### config.mk
export PLATFORM = sky130hd
export DESIGN_NAME = nrp_prefetch_unit
export DESIGN_NICKNAME = d
export VERILOG_FILES = /design/src/verilog/nrp_pkg.sv /design/src/verilog/nrp_prefetch_unit.sv
export SDC_FILE = /design/constraint.sdc
export NUM_CORES = 1
export LEC_CHECK = 0
export ABC_AREA = 1
export BUFFER_PORTS_ARGS = -buffer_cell sky130_fd_sc_hd__buf_2
export CAP_MARGIN = 20
export CORE_ASPECT_RATIO = 0.75
export CORE_MARGIN = 8
export CORE_UTILIZATION = 33
export DETAILED_ROUTE_END_ITERATION = 10
export PLACE_DENSITY = 0.49
export SETUP_SLACK_MARGIN = 0.5
export SLEW_MARGIN = 10
export SYNTH_ARGS = -nofsm -noshare
export SYNTH_HDL_FRONTEND = slang
export SYNTH_SLANG_ARGS = --single-unit
### constraint.sdc
create_clock -name core_clk -period 5.1 [get_ports core_clk]
set_input_delay 1.02 -clock core_clk [delete_from_list [all_inputs] [get_ports core_clk]]
set_output_delay 1.02 -clock core_clk [all_outputs]
set_load 0.01 [all_outputs]
### src/verilog/nrp_pkg.sv
`default_nettype none

package nrp_pkg;

   // Bus and block geometry
   localparam int unsigned ADDR_W = 32;
   localparam int unsigned DATA_W = 32;
   localparam int unsigned BLK_W = 64;
   localparam int unsigned WORD_SEL_BIT = 2;    // Upper or lower word of a block
   localparam int unsigned HTRANS_ACT_BIT = 1;  // NONSEQ and SEQ both have this bit set
   localparam logic [ADDR_W-1:0] BLK_BYTES = 32'h0000_0008;   // Next sequential block
   localparam logic [ADDR_W-1:0] BLK_MASK = 32'hffff_fff8;    // Clears the byte offset
   localparam logic HRESP_OKAY = 1'h0;

   // Wait-state selection, chosen from the system clock frequency
   localparam logic [1:0] WS_SEL_3 = 2'h0;
   localparam logic [1:0] WS_SEL_1 = 2'h1;
   localparam logic [1:0] WS_SEL_0 = 2'h2;

   // Array read length minus one, per selection
   localparam logic [1:0] RD_LAST_3 = 2'h2;     // Three cycles in the array
   localparam logic [1:0] RD_LAST_1 = 2'h0;     // One cycle in the array
   localparam logic [1:0] RD_LAST_0 = 2'h0;     // Array read cannot be shorter than one cycle

   // Fill engine states
   typedef enum logic {FILL_IDLE, FILL_READ} nrp_fill_e;

   // Captured address phase of one bus transfer
   typedef struct packed {
      logic valid;
      logic write;
      logic [ADDR_W-1:0] addr;
      logic [2:0] size;
   } nrp_req_s;

   // Bookkeeping of one read buffer
   typedef struct packed {
      logic valid;                 // Holds a complete block
      logic used;                  // Bus has taken data from it since the fill
      logic [ADDR_W-1:0] tag;      // Byte address of the held block
   } nrp_buf_s;

   // Block address of a byte address
   function automatic logic [ADDR_W-1:0] blk_of(input logic [ADDR_W-1:0] a);
      return a & BLK_MASK;
   endfunction : blk_of

endpackage : nrp_pkg

`default_nettype wire

### src/verilog/nrp_prefetch_unit.sv
// Summary of operation
// AHB-Lite slave for fetches, reads and writes
// Array read fills one 64-bit block, three cycles
// Stall the bus while the block is read
// Prefetch the next block into the other buffer
// Buffers swap roles when the next block is taken
// Non-sequential miss flushes the latest filled buffer
// Buffered block answered without array read
// Reads stall while the memory state machine runs
// Array wait states selectable as three, one, zero; the zero selection reads in one cycle, the same as one
// Out-of-range addresses get no response
// Sequential means previous block plus eight bytes
`default_nettype none

module nrp_prefetch_unit #(
   parameter logic [31:0] NVM_BASE = 32'h1100_0000,  // First byte of the array window
   parameter logic [31:0] NVM_SIZE = 32'h0001_0000   // Window length in bytes
) (
   // Clock and reset
   input wire logic core_clk,
   input wire logic rstn,
   // AHB-Lite slave
   input wire logic hsel,
   input wire logic [31:0] haddr,
   input wire logic [1:0] htrans,
   input wire logic hwrite,
   input wire logic [2:0] hsize,
   input wire logic hready,
   input wire logic [31:0] hwdata,
   output logic hreadyout,
   output logic hresp,
   output logic [31:0] hrdata,
   // Array read port
   output logic arr_rd,
   output logic [31:0] arr_addr,
   input wire logic [63:0] arr_rdata,
   // Memory state machine and timing control
   input wire logic fsm_busy,
   input wire logic [1:0] ws_sel,
   // Writes forwarded to the assembly buffer logic
   output logic wr_stb,
   output logic [31:0] wr_addr,
   output logic [31:0] wr_data,
   output logic [2:0] wr_size
);

   // Lookup of a block in both buffers: {hit, index}
   function automatic logic [1:0] lookup(input nrp_pkg::nrp_buf_s b0, input nrp_pkg::nrp_buf_s b1,
                                         input logic [31:0] blk);
      if (b0.valid && b0.tag == blk) begin
         return {1'b1, 1'b0};
      end
      if (b1.valid && b1.tag == blk) begin
         return {1'b1, 1'b1};
      end
      return {1'b0, 1'b0};
   endfunction : lookup

   // Address window check, used for bus and prefetch addresses
   function automatic logic in_range(input logic [31:0] a);
      return (a >= NVM_BASE) && (a - NVM_BASE < NVM_SIZE);
   endfunction : in_range

   // Array read length for the selected wait states
   function automatic logic [1:0] rd_last(input logic [1:0] sel);
      unique case (sel)
         nrp_pkg::WS_SEL_3: return nrp_pkg::RD_LAST_3;
         nrp_pkg::WS_SEL_1: return nrp_pkg::RD_LAST_1;
         default: return nrp_pkg::RD_LAST_0;   // Zero selection and the unused code
      endcase
   endfunction : rd_last

   nrp_pkg::nrp_req_s req_q;             // Transfer in its data phase
   nrp_pkg::nrp_buf_s bufs_q [2];        // Buffer bookkeeping
   logic [63:0] data_q [2];              // Buffer contents
   nrp_pkg::nrp_fill_e fill_state_q;     // Fill engine state
   logic [1:0] cnt_q;                    // Array cycles left in the read, minus one
   logic [31:0] fill_blk_q;              // Block being read
   logic fill_buf_q;                     // Buffer being filled
   logic last_fill_q;                    // Buffer filled most recently
   logic act_q;                          // Buffer feeding the bus
   logic [31:0] cur_blk_q;               // Block last served to the bus
   logic cur_valid_q;                    // cur_blk_q is meaningful
   logic wr_stb_q;
   logic [31:0] wr_addr_q;
   logic [31:0] wr_data_q;
   logic [2:0] wr_size_q;

   logic acc, pend_rd, served, dem_miss, dem_start, pf_start, fill_start, fill_done, tgt;
   logic [1:0] a_look, r_look, pf_look;
   logic [31:0] a_blk, r_blk, dem_blk, pf_blk;

   // Address phase acceptance; outside the window nothing reacts
   assign acc = hsel && hready && htrans[nrp_pkg::HTRANS_ACT_BIT] && in_range(haddr);
   assign a_blk = nrp_pkg::blk_of(haddr);
   assign r_blk = nrp_pkg::blk_of(req_q.addr);
   assign a_look = lookup(bufs_q[0], bufs_q[1], a_blk);
   assign r_look = lookup(bufs_q[0], bufs_q[1], r_blk);

   // Data phase answer; hits while the state machine runs are held too
   assign pend_rd = req_q.valid && !req_q.write;
   assign served = pend_rd && r_look[1] && !fsm_busy;
   assign hreadyout = !pend_rd || served;
   assign hresp = nrp_pkg::HRESP_OKAY;
   assign hrdata = !served ? '0 :
                   req_q.addr[nrp_pkg::WORD_SEL_BIT] ? data_q[r_look[0]][63:32] :
                   data_q[r_look[0]][31:0];

   // Demand fill: a miss is started already in its address phase to save a cycle.
   // A stalled data phase blocks new address phases, so the two sources never meet.
   assign dem_blk = acc ? a_blk : r_blk;
   assign dem_miss = acc ? (!hwrite && !a_look[1]) : (pend_rd && !r_look[1]);
   assign dem_start = dem_miss && !fsm_busy &&
                      !(fill_state_q == nrp_pkg::FILL_READ && fill_blk_q == dem_blk);

   // Prefetch of the block after the one being served now, else the one last served.
   // Starting in the serving cycle gains a cycle and keeps the base and the
   // target buffer from changing under the request at the same edge.
   assign pf_blk = (served ? r_blk : cur_blk_q) + nrp_pkg::BLK_BYTES;
   assign pf_look = lookup(bufs_q[0], bufs_q[1], pf_blk);
   assign pf_start = !dem_miss && (served || cur_valid_q) && !fsm_busy && in_range(pf_blk) &&
                     fill_state_q == nrp_pkg::FILL_IDLE && !pf_look[1];
   assign fill_start = dem_start || pf_start;

   // Target buffer choice
   always_comb begin
      if (pf_start) begin
         // The buffer not feeding the bus after this edge
         tgt = served ? !r_look[0] : !act_q;
      end else if (fill_state_q == nrp_pkg::FILL_READ) begin
         tgt = fill_buf_q;
      end else if (bufs_q[0].valid && bufs_q[1].valid && !bufs_q[0].used && !bufs_q[1].used) begin
         tgt = last_fill_q;
      end else if (!bufs_q[0].valid) begin
         tgt = 1'b0;
      end else if (!bufs_q[1].valid) begin
         tgt = 1'b1;
      end else begin
         tgt = !act_q;   // Keep the buffer the bus is draining
      end
   end

   // A read cut short by a new demand or by the state machine delivers nothing
   assign fill_done = fill_state_q == nrp_pkg::FILL_READ && cnt_q == '0 &&
                      !fill_start && !fsm_busy;
   assign arr_rd = fill_state_q == nrp_pkg::FILL_READ;
   assign arr_addr = fill_blk_q;

   // Fill engine: one array read at a time
   always_ff @(posedge core_clk or negedge rstn) begin
      if (!rstn) begin
         fill_state_q <= nrp_pkg::FILL_IDLE;
         cnt_q <= '0;
         fill_blk_q <= '0;
         fill_buf_q <= '0;
      end else if (fill_start) begin
         fill_state_q <= nrp_pkg::FILL_READ;
         cnt_q <= rd_last(ws_sel);
         fill_blk_q <= dem_start ? dem_blk : pf_blk;
         fill_buf_q <= tgt;
      end else if (fsm_busy || (fill_state_q == nrp_pkg::FILL_READ && cnt_q == '0)) begin
         fill_state_q <= nrp_pkg::FILL_IDLE;
      end else if (fill_state_q == nrp_pkg::FILL_READ) begin
         cnt_q <= cnt_q - 2'h1;
      end
   end

   // Per-buffer state; programming may change the array, so contents are dropped
   for (genvar i = 0; i < 2; i++) begin : g_buf
      always_ff @(posedge core_clk or negedge rstn) begin
         if (!rstn) begin
            bufs_q[i] <= '0;
         end else if (fsm_busy) begin
            bufs_q[i].valid <= 1'b0;
         end else if (fill_done && fill_buf_q == 1'(i)) begin
            bufs_q[i] <= '{valid: 1'b1, used: 1'b0, tag: fill_blk_q};
         end else if (fill_start && tgt == 1'(i)) begin
            bufs_q[i].valid <= 1'b0;
         end else if (served && r_look[0] == 1'(i)) begin
            bufs_q[i].used <= 1'b1;
         end
      end

      // Block data, no reset needed behind the valid bit
      always_ff @(posedge core_clk) begin
         if (fill_done && fill_buf_q == 1'(i)) begin
            data_q[i] <= arr_rdata;
         end
      end
   end

   // Role tracking: the buffer last served becomes the active one
   always_ff @(posedge core_clk or negedge rstn) begin
      if (!rstn) begin
         act_q <= 1'b0;
         cur_blk_q <= '0;
         cur_valid_q <= 1'b0;
         last_fill_q <= 1'b0;
      end else begin
         if (fsm_busy) begin
            cur_valid_q <= 1'b0;
         end else if (served) begin
            act_q <= r_look[0];
            cur_blk_q <= r_blk;
            cur_valid_q <= 1'b1;
         end
         if (fill_done) begin
            last_fill_q <= fill_buf_q;
         end
      end
   end

   // Address phase capture, only when the bus moves on
   always_ff @(posedge core_clk or negedge rstn) begin
      if (!rstn) begin
         req_q <= '0;
      end else if (hready) begin
         req_q <= '{valid: acc, write: hwrite, addr: haddr, size: hsize};
      end
   end

   // Write data phase ends with zero wait; handed on one cycle later
   always_ff @(posedge core_clk or negedge rstn) begin
      if (!rstn) begin
         wr_stb_q <= 1'b0;
         wr_addr_q <= '0;
         wr_data_q <= '0;
         wr_size_q <= '0;
      end else begin
         wr_stb_q <= req_q.valid && req_q.write && hready;
         if (req_q.valid && req_q.write && hready) begin
            wr_addr_q <= req_q.addr;
            wr_data_q <= hwdata;
            wr_size_q <= req_q.size;
         end
      end
   end

   assign wr_stb = wr_stb_q;
   assign wr_addr = wr_addr_q;
   assign wr_data = wr_data_q;
   assign wr_size = wr_size_q;
endmodule : nrp_prefetch_unit

`default_nettype wire

==> metrics.md <==
| Metric | Value |
|---|---|
| Yosys warns | 0 |
| First-pass GRT wire length | around 130 mm |
| Hold buffers post-CTS | 0 |
| Leakage | roughly 0.012 uW |
| Largest net degree at the start of global routing | 110 |
| Diode count | 0 |
| CTS tree | done |
| Required time of the worst setup path | about 5.6 ns |
| Slew of the pin with the lowest slew margin | ~0.93 ns |
| Total GRT Usage | 25.4% |
| DIE WIDTH | around 300 um |
| Hold Startpoint | wr_data[30]$_DFFE_PN0P_ |
| DR WL/cell | around 24 um |
| Period utilisation layout | 89.3% |
| Area growth from synthesis to layout | 34.1% |
| Share of cells above drive strength 1 | between 30% and 40% |
| Total power | ~7500 uW |
| Clock skew | about 0.026 ns |
| GPL Wtd Cong | 1.01 |
| Maximum VDD drop | 0.229 mV |
| 1st-iter DRT viols | ~1,800 |
| Clock buffer depth | 3 |
| Cell accounting for the most synthesized area | dfrtp_1 |
| CTS sink count | 372 |
| Final HPWL from detailed placement | ~70 mm |
| Cell variety after synth | 50 |
| Footprint of the multi-input gates | roughly 0.0093 mm2 |
| Ys async rst share | between 60 and 70% |
| Worst-path clk slew | approximately 0.070 ns |
| DRT antenna net count | 0 |
| Nets | 3,134 |
| Setup CP Type | reg2reg |
| Placed Cells | 3,693 |
| Drt pass-1 iters | 5 |
| CORE AREA | roughly 0.06 mm2 |
| Share of the synthesized area in the top cell type | between 30% and 40% |
| Starting Density | ~33% |
| Post-Syn Instances | 2,494 |
| CP peak stage delay | 0.48 ns |
| Synth Register Bits | between 300 and 400 |
| Seq/Total Area, Yosys | 50.4% |
| Clk root buf | clkbuf_16 |
| Port bufs | between 200 and 300 |
| Setup crit start kind | flop |
| Status | complete, no violations |
| Via count | a little under 20,000 |
| Hold depth | 2 |
| Post-Layout Cell Count | between 3,000 and 4,000 |
| Ys flop type | dfrtp_1 |
| Max-slew violations | 0 |
| Pwr/cell area | between 200 and 300 mW/mm2 |
| Fin. Hold Viols | 0 |
| CP max-delay cell | dfrtp_2 |
| Die H | approximately 230 um |
| Vias per cell | ~5.1 |
| Reg2reg setup slack | between 0.5 and 0.6 ns |
| Row Count | 77 |
| H-tree depth | 2 |
| Syn Area/Cell | a little under 8 um2 |
| Setup tns final | 0 ns |
| Minimum clock period | around 4.6 ns |
| CP max FO | 6 |
| Detailed-route DRC error count | 0 |
| Hold Path Class | reg2reg |
| Total gr overflow | 0 |
| Post-synth EDFFs | 128 |
| RSZ-0062 raised after global routing | true |
| Drt total wl | ~90 mm |
| Synth Cell Area | between 0.015 and 0.02 mm2 |
| Worst skew pair latency | about 0.6 ns |
| Slew headroom | a little under two fifths |
| Post-synth net total | 2,637 |
| F_max | 220 MHz |
| Synth area leaders | dfrtp_1 31%, edfxtp_1 19%, nand2_1 14% |
| Filler cell count | between 5,000 and 6,000 |
| Final Cell Area | between 0.02 and 0.03 mm2 |
| Vias in the first global route | about 19,000 |
| Placed Area | ~0.024 mm2 |
| Num CTS Buffers | 43 |
| Final Setup Violations | 0 |
| CP Launch Point | r_blk[28]$_DFFE_PN0P_ |
| Initial antenna violation count | 1 |
| IO Pins | about 280 |
| Worst setup EP type | flop |
| R2R cell count | 34 |
| Max_cap viols | 0 |
| Worst r2r src | r_blk[28]$_DFFE_PN0P_ |
| Die footprint | 0.0680 mm2 |
| Crit path arrival time | ~5 ns |
| Register Area | approximately 0.010 mm2 |
==> placed cells by master, fill, tap and decap left out, types with 7 or more instances in the layout <==
cell,n
nand3_2,26
a21oi_1,48
o22ai_2,21
o21ai_1,14
xnor2_2,11
nand3_1,143
dfrtp_2,23
a221oi_1,7
nand4_1,33
buf_12,15
nand2_2,87
xor2_1,45
nor3_1,8
clkinv_1,10
buf_6,11
nor2_1,264
dfrtp_1,221
buf_4,225
nor2_4,31
o21ai_0,221
clkinv_2,11
clkbuf_16,49
o22ai_1,26
inv_1,221
xnor2_1,16
nand3b_1,9
nand2_4,16
nand2_1,646
buf_2,272
edfxtp_1,128
nor2_2,33
nor4_1,19
inv_2,37
==> flip-flops by register name, indices dropped and copies added (netlist names) <==
register	flops
cnt_q	2
bufs_q	68
last_fill_q	1
wr_data	32
cur_valid_q	1
req_q	8
wr_stb	1
act_q	1
wr_size	3
r_blk	29
arr_rd	1
fill_buf_q	1
wr_addr	32
arr_addr	32
data_q	128
cur_blk_q	32
==> timing repair <==
| action | 4_1_cts | 5_1_grt |
|---|---|---|
| gates resized for setup | 66 | 223 |
| gates cloned | 0 | 6 |
| setup endpoints to repair | 40 | 129 |
| buffers inserted | 3 | 34 |
| pin swaps | 10 | 69 |
==> critical path, delay by kind of cell, from the launching register on <==
kind | cells | cell delay [ns]
AOI/OAI and AO/OA | 1 | 0.18
xor gates and xnor gates | 1 | 0.23
and+or+nand+nor | 23 | 2.13
buffers and inverters | 9 | 1.36
DFF | 1 | 0.48
==> final timing paths <==
kind,endpoint
worst max-delay path,arr_addr[15]$_DFFE_PN0P_
worst min-delay path,wr_data[30]$_DFFE_PN0P_
worst max register to register,arr_addr[15]$_DFFE_PN0P_
worst min register to register,wr_data[30]$_DFFE_PN0P_
max in group asynchronous,bufs_q[3]$_DFFE_PN0P_
min in group asynchronous,wr_addr[21]$_DFFE_PN0P_
==> synth_stat cells (2+ instances only) <==
cell	number
o21ai_1	13
a21oi_1	51
inv_1	239
buf_4	3
ha_1	2
o21a_1	2
buf_2	11
nor2_2	16
nand3_2	3
dfrtp_1	244
nor3_2	2
nor2_1	307
a221oi_1	7
nand4_1	33
o22ai_2	20
edfxtp_1	128
o2111ai_1	3
xor2_1	47
o22ai_1	27
nand2_4	3
buf_6	8
inv_2	23
nor3_1	11
nand3_1	171
xnor2_1	29
nand3b_1	9
nand2_1	723
nor4_1	20
nor2_4	5
o211ai_1	2
clkinv_1	7
o21ai_0	222
and2_1	4
clkbuf_1	57
nand2_2	27
==> report_power, final <==
| group | internal, uW | total (uW) | switching, uW |
|---|---|---|---|
| registers | 3210 | 3320 | 108 |
| logic | 302 | 867 | 565 |
| clock network | 1920 | 3300 | 1380 |
| total | 5440 | 7490 | 2050 |
==> through the flow <==
step / setup WS (ns) / hold WS [ns] / utilization [%]
2_1_floorplan: 0.622 / 0.438 / -
3_3_place_gp: 0.0944 / 0.452 / 39.8
3_5_place_dp: 0.112 / 0.453 / 39.8
4_1_cts: 0.508 / 0.468 / 42.8
5_1_grt: 0.417 / 0.493 / 44.8
6_report: 0.545 / 0.463 / 44.8
==> final cells by class <==
| cell class | instances | area share (%) |
|---|---|---|
| timing repair buffer | 533 | 14.0 |
| multi-input combinational | 1772 | 35.2 |
| clock buffer | 51 | 4.33 |
| inverter | 269 | 3.86 |
| clock inverter | 27 | 1.26 |
| tap | 790 | 3.73 |
| sequential | 372 | 37.7 |
==> layer usage <==
layer	GRT usage [%]	share of wire [%]	wire, um
met1	37.9	47	42800
met2	38.2	43	38600
met3	4.44	7.8	7040
met4	5.36	2.0	1820
met5	0	0	0
==> kinds of logic after synthesis <==
kind of cell | after synthesis | synth area share, %
simple gates | 1339 | 28.7
flops | 372 | 50.4
compound gates | 354 | 10.2
buf+inv | 350 | 7.16
xor+xnor | 76 | 3.37
fa+ha+maj | 2 | 0.127
other cells | 1 | 0.0190
No activity file was read; power rests on OpenSTA's default activity.
